**config.mk**
```make
export PLATFORM = sky130hd
export DESIGN_NAME = cpdpr_top
export DESIGN_NICKNAME = d
export VERILOG_FILES = /design/src/cpdpr_pkg.sv /design/src/cpdpr_reg_if.sv /design/src/cpdpr_apb_slave.sv /design/src/cpdpr_pin_ctrl.sv /design/src/cpdpr_top.sv
export SDC_FILE = /design/constraint.sdc
export NUM_CORES = 1
export LEC_CHECK = 0
export ABC_CLOCK_PERIOD_IN_PS = 1460
export BUFFER_PORTS_ARGS = -buffer_cell sky130_fd_sc_hd__buf_2
export CAP_MARGIN = 20
export CELL_PAD_IN_SITES_DETAIL_PLACEMENT = 1
export CELL_PAD_IN_SITES_GLOBAL_PLACEMENT = 2
export CORE_UTILIZATION = 27
export DETAILED_ROUTE_END_ITERATION = 8
export GPL_TIMING_DRIVEN = 0
export HOLD_SLACK_MARGIN = 0.08
export PLACE_DENSITY = 0.82
export SYNTH_ARGS = -nofsm -noshare
export SYNTH_HDL_FRONTEND = slang
export SYNTH_SLANG_ARGS = --single-unit
```
**constraint.sdc**
```tcl
create_clock -name clk -period 1.46 [get_ports clk]
set_clock_uncertainty 0.2 [all_clocks]
set_input_delay 0.073 -clock clk [delete_from_list [all_inputs] [get_ports clk]]
set_output_delay 0.073 -clock clk [all_outputs]
set_load 0.01 [all_outputs]
```
**src/cpdpr_pkg.sv**
```systemverilog
// constants for the codec pll, datapath and serial port register bank
// assumes an apb slave with 32-bit data and one word per register
//
// Functional notes
// RULE_01 - register 5 holds fraction multiplier bits 13 to 6
// RULE_02 - register 6 bits 7 to 2 hold fraction multiplier bits 5 to 0
// RULE_03 - host keeps the fraction multiplier at 9999 or below
// RULE_04 - host writes register 5 then register 6 on every change
// RULE_05 - new fraction reaches the pll only when register 6 is written
// RULE_06 - register 6 bits 1 and 0 read zero; host writes zeros
// RULE_07 - datapath bit 7 picks 48 kHz when clear, 44.1 kHz when set
// RULE_08 - datapath bit 6 enables converter-input dual rate, reset off
// RULE_09 - datapath bit 5 enables playback dual rate, reset off
// RULE_10 - host sets record dual rate equal to playback dual rate
// RULE_11 - datapath bits 4:3 route left: mute, left, right, mono mix
// RULE_12 - datapath bits 2:1 route right: mute, right, left, mono mix
// RULE_13 - host writes zero to datapath bit 0
// RULE_14 - serial bit 7 set drives bit clock pin, clear leaves input
// RULE_15 - serial bit 6 set drives frame clock pin, clear leaves input; with frameOnGpOne set the code drives the gp one pin instead
// RULE_16 - serial bit 5 set floats data output while no valid data
// RULE_17 - serial bit 4 keeps master clocks running through power-down
// RULE_18 - serial bit 2 enables the 3-D effect processing
// RULE_19 - host writes zeros to serial bits 1:0, leaves bit 3 alone; the host model writes bit 3 as zero
// RULE_20 - every register is eight bits, bit 7 most significant
package cpdpr_pkg;
  localparam int REG_W = 8;
  localparam int FRAC_W = 14;
  localparam int IDX_W = 4;
  localparam logic [IDX_W-1:0] IDX_FRAC_HIGH = 4'h5;
  localparam logic [IDX_W-1:0] IDX_FRAC_LOW = 4'h6;
  localparam logic [IDX_W-1:0] IDX_DATAPATH = 4'h7;
  localparam logic [IDX_W-1:0] IDX_SERIAL_A = 4'h8;
  localparam logic [REG_W-1:0] RST_FRAC_HIGH = 8'h00;
  localparam logic [REG_W-1:0] RST_FRAC_LOW = 8'h00;
  localparam logic [REG_W-1:0] RST_DATAPATH = 8'h00;
  localparam logic [REG_W-1:0] RST_SERIAL_A = 8'h00;
  localparam logic [FRAC_W-1:0] RST_FRACTION = 14'h0000;
  localparam logic [FRAC_W-1:0] FRAC_MAX = 14'd9999;
  localparam int FRAC_LOW_LSB = 2;
  localparam logic [REG_W-1:0] FRAC_LOW_MASK = 8'hFC;
  localparam int DP_FSREF_BIT = 7;
  localparam int DP_ADC_DUAL_BIT = 6;
  localparam int DP_DAC_DUAL_BIT = 5;
  localparam int DP_LEFT_MSB = 4;
  localparam int DP_LEFT_LSB = 3;
  localparam int DP_RIGHT_MSB = 2;
  localparam int DP_RIGHT_LSB = 1;
  localparam int SP_BIT_MASTER_BIT = 7;
  localparam int SP_FRAME_MASTER_BIT = 6;
  localparam int SP_DOUT_FLOAT_BIT = 5;
  localparam int SP_KEEP_CLK_BIT = 4;
  localparam int SP_EFFECT3D_BIT = 2;
  localparam logic [31:0] RDATA_NONE = 32'h0000_0000;

  typedef enum logic [1:0] {
    ROUTE_MUTE = 2'b00,
    ROUTE_SAME = 2'b01,
    ROUTE_OTHER = 2'b10,
    ROUTE_MONO = 2'b11
  } cpdpr_route_t;

  function automatic logic [31:0] byteAddr(input logic [IDX_W-1:0] idx);
    byteAddr = {26'h000_0000, idx, 2'b00};
  endfunction : byteAddr
endpackage : cpdpr_pkg

```
**src/cpdpr_reg_if.sv**
```systemverilog
// register access strobes between the apb slave and the register bank
// assumes one clock shared by both ends
`timescale 1ns/1ps
interface cpdpr_reg_if;
  import cpdpr_pkg::*;
  logic wrEn;
  logic [IDX_W-1:0] wrIdx;
  logic [REG_W-1:0] wrData;
  logic [IDX_W-1:0] rdIdx;
  logic [REG_W-1:0] rdData;
  logic hit;

  modport bus
  (
    output wrEn,
    output wrIdx,
    output wrData,
    output rdIdx,
    input rdData,
    input hit
  );
  modport bank
  (
    input wrEn,
    input wrIdx,
    input wrData,
    input rdIdx,
    output rdData,
    output hit
  );
endinterface : cpdpr_reg_if

```
**src/cpdpr_apb_slave.sv**
```systemverilog
// apb slave front end: decodes word addresses, answers with zero waits
// assumes the bank reports whether the index in rdIdx is mapped
`timescale 1ns/1ps
module cpdpr_apb_slave
(
  input wire logic clk,
  input wire logic nrst,
  input wire logic psel,
  input wire logic penable,
  input wire logic pwrite,
  input wire logic [31:0] paddr,
  input wire logic [31:0] pwdata,
  output logic [31:0] prdata,
  output logic pready,
  output logic pslverr,
  cpdpr_reg_if.bus regs
);
  import cpdpr_pkg::*;

  logic [31:0] prdata_reg;
  logic aligned;
  logic mapped;

  // ---------------------------------------------------------------
  // decode
  // ---------------------------------------------------------------
  always_comb
  begin
    aligned = (paddr[1:0] == 2'b00) && (paddr[31:6] == 26'h000_0000);
    regs.rdIdx = paddr[5:2];
    mapped = aligned && regs.hit;
  end

  // only the access phase writes, so a setup cycle never changes a bank register
  assign regs.wrEn = psel && penable && pwrite && mapped;
  assign regs.wrIdx = paddr[5:2];
  assign regs.wrData = pwdata[REG_W-1:0];
  assign pready = 1'b1;
  assign pslverr = psel && penable && !mapped;
  assign prdata = prdata_reg;

  // read data is caught in setup so it stands through the access phase
  always_ff @(posedge clk or negedge nrst)
  begin
    if (!nrst)
      prdata_reg <= RDATA_NONE;
    else if (psel && !penable && !pwrite && mapped)
      prdata_reg <= {24'h00_0000, regs.rdData};
    else if (psel && !penable)
      prdata_reg <= RDATA_NONE;
  end
endmodule : cpdpr_apb_slave

```
**src/cpdpr_pin_ctrl.sv**
```systemverilog
// serial port pin drivers: direction, float and clock gating
// assumes clock and data sources come from logic on clk
`timescale 1ns/1ps
module cpdpr_pin_ctrl
(
  input wire logic clk,
  input wire logic nrst,
  input wire logic bitMaster,
  input wire logic frameMaster,
  input wire logic doutFloat,
  input wire logic keepClk,
  input wire logic powerDown,
  input wire logic frameOnGpOne,
  input wire logic bitClkGen,
  input wire logic frameClkGen,
  input wire logic doutGen,
  input wire logic doutValid,
  input wire logic bitClkI,
  input wire logic frameClkI,
  input wire logic gpOneI,
  output logic bitClkO,
  output logic bitClkOe,
  output logic frameClkO,
  output logic frameClkOe,
  output logic gpOneO,
  output logic gpOneOe,
  output logic doutO,
  output logic doutOe,
  output logic bitClkSync,
  output logic frameClkSync
);
  logic [1:0] bitSync_reg;
  logic [1:0] frameSync_reg;
  logic [1:0] gpSync_reg;
  logic clkRun;

  // clocks run in master mode unless powered down without keep-alive
  assign clkRun = !powerDown || keepClk; // RULE_17

  always_ff @(posedge clk or negedge nrst)
  begin
    if (!nrst)
    begin
      bitClkO <= 1'b0;
      bitClkOe <= 1'b0;
      frameClkO <= 1'b0;
      frameClkOe <= 1'b0;
      gpOneO <= 1'b0;
      gpOneOe <= 1'b0;
    end
    else
    begin
      bitClkOe <= bitMaster; // RULE_14
      bitClkO <= bitMaster && clkRun && bitClkGen; // RULE_17
      frameClkOe <= frameMaster && !frameOnGpOne; // RULE_15
      gpOneOe <= frameMaster && frameOnGpOne; // RULE_15
      frameClkO <= frameMaster && clkRun && frameClkGen;
      gpOneO <= frameMaster && clkRun && frameClkGen;
    end
  end

  always_ff @(posedge clk or negedge nrst)
  begin
    if (!nrst)
    begin
      doutO <= 1'b0;
      doutOe <= 1'b1;
    end
    else
    begin
      doutO <= doutValid && doutGen;
      doutOe <= !doutFloat || doutValid; // RULE_16
    end
  end

  // pin inputs pass two flops before anything reads them
  always_ff @(posedge clk or negedge nrst)
  begin
    if (!nrst)
    begin
      bitSync_reg <= 2'b00;
      frameSync_reg <= 2'b00;
      gpSync_reg <= 2'b00;
    end
    else
    begin
      bitSync_reg <= {bitSync_reg[0], bitClkI};
      frameSync_reg <= {frameSync_reg[0], frameClkI};
      gpSync_reg <= {gpSync_reg[0], gpOneI};
    end
  end

  // pin choice made after the flops so no raw pin feeds logic
  assign bitClkSync = bitSync_reg[1];
  assign frameClkSync = frameOnGpOne ? gpSync_reg[1] : frameSync_reg[1];
endmodule : cpdpr_pin_ctrl

```
**src/cpdpr_top.sv**
```systemverilog
// register bank for pll fraction, codec datapath and serial port setup
// assumes an apb master on clk and serial sources from same-clock logic
//
// The APB interface to the registers was chosen for this implementation.
`timescale 1ns/1ps
module cpdpr_top
(
  input wire logic clk,
  input wire logic nrst,
  input wire logic psel,
  input wire logic penable,
  input wire logic pwrite,
  input wire logic [31:0] paddr,
  input wire logic [31:0] pwdata,
  output logic [31:0] prdata,
  output logic pready,
  output logic pslverr,
  input wire logic powerDown,
  input wire logic frameOnGpOne,
  input wire logic bitClkGen,
  input wire logic frameClkGen,
  input wire logic doutGen,
  input wire logic doutValid,
  input wire logic bitClkI,
  input wire logic frameClkI,
  input wire logic gpOneI,
  output logic bitClkO,
  output logic bitClkOe,
  output logic frameClkO,
  output logic frameClkOe,
  output logic gpOneO,
  output logic gpOneOe,
  output logic doutO,
  output logic doutOe,
  output logic bitClkSync,
  output logic frameClkSync,
  output logic [cpdpr_pkg::FRAC_W-1:0] pllFraction,
  output logic fsRef44k,
  output logic adcDualRate,
  output logic dacDualRate,
  output logic leftTakesLeft,
  output logic leftTakesRight,
  output logic rightTakesRight,
  output logic rightTakesLeft,
  output logic effect3dEn
);
  import cpdpr_pkg::*;

  // ---------------------------------------------------------------
  // storage
  // ---------------------------------------------------------------
  logic [REG_W-1:0] fracHigh_reg;
  logic [REG_W-1:0] fracLow_reg;
  logic [REG_W-1:0] datapath_reg;
  logic [REG_W-1:0] serialA_reg;
  logic [FRAC_W-1:0] fraction_reg;
  logic [3:0] route_reg;
  cpdpr_route_t leftRoute;
  cpdpr_route_t rightRoute;

  cpdpr_reg_if regBus ();

  // route decoding: bit 1 takes own channel, bit 0 takes the other
  function automatic logic [1:0] routeTakes(input cpdpr_route_t r);
    logic [1:0] t;
    t = 2'b00;
    case (r)
      ROUTE_MUTE: t = 2'b00;
      ROUTE_SAME: t = 2'b10;
      ROUTE_OTHER: t = 2'b01;
      ROUTE_MONO: t = 2'b11;
      default: t = 2'b00;
    endcase
    routeTakes = t;
  endfunction : routeTakes

  function automatic logic isWrite(input logic [IDX_W-1:0] idx);
    isWrite = regBus.wrEn && (regBus.wrIdx == idx);
  endfunction : isWrite

  // ---------------------------------------------------------------
  // bus front end
  // ---------------------------------------------------------------
  cpdpr_apb_slave u_apb
  (
    .clk(clk),
    .nrst(nrst),
    .psel(psel),
    .penable(penable),
    .pwrite(pwrite),
    .paddr(paddr),
    .pwdata(pwdata),
    .prdata(prdata),
    .pready(pready),
    .pslverr(pslverr),
    .regs(regBus.bus)
  );

  // ---------------------------------------------------------------
  // pll fraction
  // ---------------------------------------------------------------
  always_ff @(posedge clk or negedge nrst)
  begin
    if (!nrst)
      fracHigh_reg <= RST_FRAC_HIGH;
    else if (isWrite(IDX_FRAC_HIGH))
      fracHigh_reg <= regBus.wrData; // RULE_01 RULE_20
  end

  // low bits 1:0 are never stored, so they always read zero
  always_ff @(posedge clk or negedge nrst)
  begin
    if (!nrst)
      fracLow_reg <= RST_FRAC_LOW;
    else if (isWrite(IDX_FRAC_LOW))
      fracLow_reg <= regBus.wrData & FRAC_LOW_MASK; // RULE_02 RULE_06
  end

  // the pll sees a new value only on the low write, so a lone high
  // write cannot leave a half-updated multiplier in use
  always_ff @(posedge clk or negedge nrst)
  begin
    if (!nrst)
      fraction_reg <= RST_FRACTION;
    else if (isWrite(IDX_FRAC_LOW))
      fraction_reg <= {fracHigh_reg,
                       regBus.wrData[REG_W-1:FRAC_LOW_LSB]}; // RULE_05
  end

  assign pllFraction = fraction_reg;

  // ---------------------------------------------------------------
  // datapath and serial port
  // ---------------------------------------------------------------
  always_ff @(posedge clk or negedge nrst)
  begin
    if (!nrst)
      datapath_reg <= RST_DATAPATH;
    else if (isWrite(IDX_DATAPATH))
      datapath_reg <= regBus.wrData;
  end

  always_ff @(posedge clk or negedge nrst)
  begin
    if (!nrst)
      serialA_reg <= RST_SERIAL_A;
    else if (isWrite(IDX_SERIAL_A))
      serialA_reg <= regBus.wrData;
  end

  assign fsRef44k = datapath_reg[DP_FSREF_BIT]; // RULE_07
  assign adcDualRate = datapath_reg[DP_ADC_DUAL_BIT]; // RULE_08
  assign dacDualRate = datapath_reg[DP_DAC_DUAL_BIT]; // RULE_09
  assign effect3dEn = serialA_reg[SP_EFFECT3D_BIT]; // RULE_18
  assign leftRoute =
    cpdpr_route_t'(datapath_reg[DP_LEFT_MSB:DP_LEFT_LSB]);
  assign rightRoute =
    cpdpr_route_t'(datapath_reg[DP_RIGHT_MSB:DP_RIGHT_LSB]);

  // decoded routing is registered so the mixer sees glitch-free selects
  always_ff @(posedge clk or negedge nrst)
  begin
    if (!nrst)
      route_reg <= 4'h0;
    else
      route_reg <= {routeTakes(leftRoute),
                    routeTakes(rightRoute)}; // RULE_11 RULE_12
  end

  assign leftTakesLeft = route_reg[3];
  assign leftTakesRight = route_reg[2];
  assign rightTakesRight = route_reg[1];
  assign rightTakesLeft = route_reg[0];

  // ---------------------------------------------------------------
  // read back
  // ---------------------------------------------------------------
  always_comb
  begin
    regBus.hit = 1'b1;
    if (regBus.rdIdx == IDX_FRAC_HIGH)
      regBus.rdData = fracHigh_reg;
    else if (regBus.rdIdx == IDX_FRAC_LOW)
      regBus.rdData = fracLow_reg; // RULE_06
    else if (regBus.rdIdx == IDX_DATAPATH)
      regBus.rdData = datapath_reg;
    else if (regBus.rdIdx == IDX_SERIAL_A)
      regBus.rdData = serialA_reg;
    else
    begin
      regBus.hit = 1'b0;
      regBus.rdData = 8'h00;
    end
  end

  // ---------------------------------------------------------------
  // serial pins
  // ---------------------------------------------------------------
  cpdpr_pin_ctrl u_pins
  (
    .clk(clk),
    .nrst(nrst),
    .bitMaster(serialA_reg[SP_BIT_MASTER_BIT]),
    .frameMaster(serialA_reg[SP_FRAME_MASTER_BIT]),
    .doutFloat(serialA_reg[SP_DOUT_FLOAT_BIT]),
    .keepClk(serialA_reg[SP_KEEP_CLK_BIT]),
    .powerDown(powerDown),
    .frameOnGpOne(frameOnGpOne),
    .bitClkGen(bitClkGen),
    .frameClkGen(frameClkGen),
    .doutGen(doutGen),
    .doutValid(doutValid),
    .bitClkI(bitClkI),
    .frameClkI(frameClkI),
    .gpOneI(gpOneI),
    .bitClkO(bitClkO),
    .bitClkOe(bitClkOe),
    .frameClkO(frameClkO),
    .frameClkOe(frameClkOe),
    .gpOneO(gpOneO),
    .gpOneOe(gpOneOe),
    .doutO(doutO),
    .doutOe(doutOe),
    .bitClkSync(bitClkSync),
    .frameClkSync(frameClkSync)
  );
endmodule : cpdpr_top

```
==> summary.md <==
| Metric | Value |
|---|---|
| Worst-Skew Late Latency | `0.34 ns` |
| Num CTS Buffers | `9` |
| Die Y | `105 um` |
| Number of synthesized flops with an enable pin | `0` |
| Final routed DRC violation total | `0` |
| First-pass GRT wire length | `13,200 um` |
| Avg Cell Area, Syn | `between 10 and 15 sq um` |
| Net count reported at finish | `467` |
| WL/cell | `between 15 and 20 um` |
| Placer Congestion | `0.722` |
| Mapped cell area | `around 2800 sq um` |
| Placed cell count | `between 400 and 500` |
| Pwr Total | `4.02 mW` |
| Synth-to-layout area growth | `61.7%` |
| Failing checks | `setup timing` |
| Finished Layout Cells | `530` |
| Top-area cell type share of the netlist area | `0.546` |
| Cell Chain, Critical Path | `buf_6 -> nor4_4 -> nand4_4 -> buf_4 -> nor4_4 -> buf_4 -> buf_8 -> mux2_4` |
| Die area | `10,900 sq um` |
| Design area | `4590 sq um` |
| Hold_buf cts | `21` |
| Drt first pass iters | `4` |
| Final Hold Vio Count | `0` |
| CTS tree | `yes` |
| ANT cells | `0` |
| Synth cell count leaders | `dfrtp_1, mux2_2, buf_4` |
| Maximum buffer depth of the clock tree | `2` |
| Worst-path maximum fanout | `6` |
| CTS sink cnt | `63` |
| Slew @ Worst Pin | `roughly 0.59 ns` |
| Final slew viol count | `0` |
| Sequential share of the synthesized area | `0.555` |
| Buf/Inv on CP | `4` |
| Final setup fails | `39` |
| Reported max-cap violation count | `0` |
| Worst VDD drop | `508 uV` |
| Min Tclk post-route | `1.61 ns` |
| Min-delay worst type | `primary input to flip-flop` |
| PnR worst setup slack | `-0.147 ns` |
| Count leader, synth | `dfrtp_1` |
| Num ports | `144` |
| Fmax | `622 MHz` |
| CP Capture Type | `flip-flop` |
| Yosys reg bits | `63` |
| Initial antenna violation count | `0` |
| Total track usage | `0.159` |
| Htree depth | `3` |
| CP startpoint | `paddr[11]` |
| Leakage | `2.36 nW` |
| Crit path kind | `primary input to flip-flop` |
| Placed cell areas | `between 3000 and 4000 sq um` |
| Post-synth ARST share | `1.00` |
| Share of layout cells above drive strength 1 | `0.556` |
| CP Data Required Time | `1.48 ns` |
| Data arrival at the endpoint of the critical path | `1.63 ns` |
| Hold path startpoint | `paddr[4]` |
| Root Driver | `clkbuf_8` |
| Die X | `105 um` |
| Via/cell ratio | `4.44` |
| Final worst path period share | `1.10` |
| Netlist cell types | `33` |
| DR iter-0 viols | `53` |
| Cell Rows | `37` |
| Power Density | `876 nW/um^2` |
| Synth area leaders | `dfrtp_1, mux2_2, buf_4` |
| PortBufs | `94` |
| Vias | `about 2,400` |
| DP HPWL | `about 5700 um` |
| RSZ-0062 raised after global routing | `yes` |
| Grt ovf | `0` |
| Worst slew margin | `0.607` |
| Max reg flops | `14` |
| Final ANT Viol Nets | `0` |
| Post-Syn Instances | `222` |
| CP top delay family | `buffers and inverters` |
| Starting Density | `0.276` |
| Ys flop type | `dfrtp_1` |
| RR Startpoint | `datapath_reg[2]` |
| Vias in the first global route | `2,469` |
| Drt total wl | `8430 um` |
| Largest net degree at the start of global routing | `40` |
| Worst-path clk slew | `about 0.080 ns` |
| Slowest cell delay on critical path | `roughly 0.32 ns` |
| Core Area | `10,300 sq um` |
| Crit path launch type | `primary input` |
| Crit path max-delay cell type | `nor4_4` |
| Ys Warns | `0` |
| Status | `finished, violations left` |
| Leading area contributor after synthesis | `dfrtp_1` |
-- stage by stage --
stage                     setup WS, ns  setup TNS [ns]   util  hold slack, ns
after floorplan                 -0.441          -14.69      -          -0.423
after global placement           -1.00          -42.10  0.374         -0.0190
after detailed placement         -1.02          -38.10  0.376         -0.0936
after CTS                       -0.168           -4.49  0.437          0.0290
after global routing            -0.247           -8.13  0.447          0.0434
final                           -0.147           -4.17  0.447          0.0352
-- routing by layer --
layer  track usage  vias up  part of all wire
li1              -     1084                 -
met4        0.0513        0             0.015
met5             0        -                 0
met1         0.191     1184              0.42
met3        0.0455       13             0.053
met2         0.272       73              0.52
-- cells by family (layout without fill, tap and decap cells) --
family | after synthesis | count (layout) | synth area share
AO/OA/AOI/OAI | 29 | 29 | 0.0696
buffers and inverters | 36 | 185 | 0.0845
flip-flops | 63 | 63 | 0.555
multiplexers | 40 | 40 | 0.158
other | 2 | 25 | 0.00264
AND/OR/NAND/NOR | 52 | 52 | 0.130
-- where the power goes --
group / leakage, nW / total [mW] / switching, mW / internal, mW
clock network: 0.120 / 1.85 / 0.714 / 1.14
registers: 0.862 / 1.76 / 0.00202 / 1.75
logic: 1.38 / 0.414 / 0.204 / 0.210
total: 2.36 / 4.02 / 0.921 / 3.10
-- final timing paths --
check / endpoint / cells past startpoint / slack (ns)
min in group asynchronous: pllFraction[8] / 2 / 0.07
worst min-delay path: u_apb.prdata[7] / 4 / 0.04
max in group asynchronous: u_pins.doutOe / 3 / 0.31
worst min register to register: u_pins.bitSync_reg[1] / 0 / 0.15
worst max register to register: u_apb.prdata[2] / 4 / 0.07
worst max-delay path: pllFraction[11] / 8 / -0.15
-- cell usage in the layout, fill, tap and decap left out, types with 2 or more instances in the layout --
master,synthesis,final
buf_2,0,83
dfrtp_1,62,62
buf_4,26,39
mux2_4,0,38
conb_1,2,25
dlygate4sd3_1,0,21
buf_6,1,14
nor4_4,4,11
nand2b_1,9,9
nand2_1,10,9
clkbuf_8,0,9
a21oi_1,6,6
clkbuf_1,8,5
a2bb2oi_1,5,5
o22ai_1,5,5
nor2_1,4,4
o31ai_1,5,4
and3_1,3,3
o21ai_0,4,3
bufinv_16,0,3
and2_1,2,2
nand3_1,3,2
buf_8,0,2
a222oi_1,2,2
buf_12,0,2
-- cell type report --
cell class / instances / area [sq um]
plain buffers: 35 / 245
clock buffers: 9 / 124
clock inverters: 7 / 120
fillers: 1132 / 5680
multi-input cells: 146 / 1420
flip-flops and latches: 63 / 1580
well taps: 136 / 170
repair buffers: 134 / 936
-- tightest hold or removal path: stages --
cell and delay, ns:
buf_2 0.16, nor4b_4 0.10, a2bb2oi_1 0.13, o31ai_1 0.08
-- what timing repair did --
| item | 4_1_cts | 5_1_grt |
|---|---|---|
| buffers inserted | 10 | 7 |
| cloned | 1 | 0 |
| pin swaps | 8 | 7 |
| hold endpoints to repair | 108 | 2 |
| endpoints found under the setup margin | 45 | 44 |
| resized for setup | 18 | 14 |
Power figures use the tool's default switching activity.
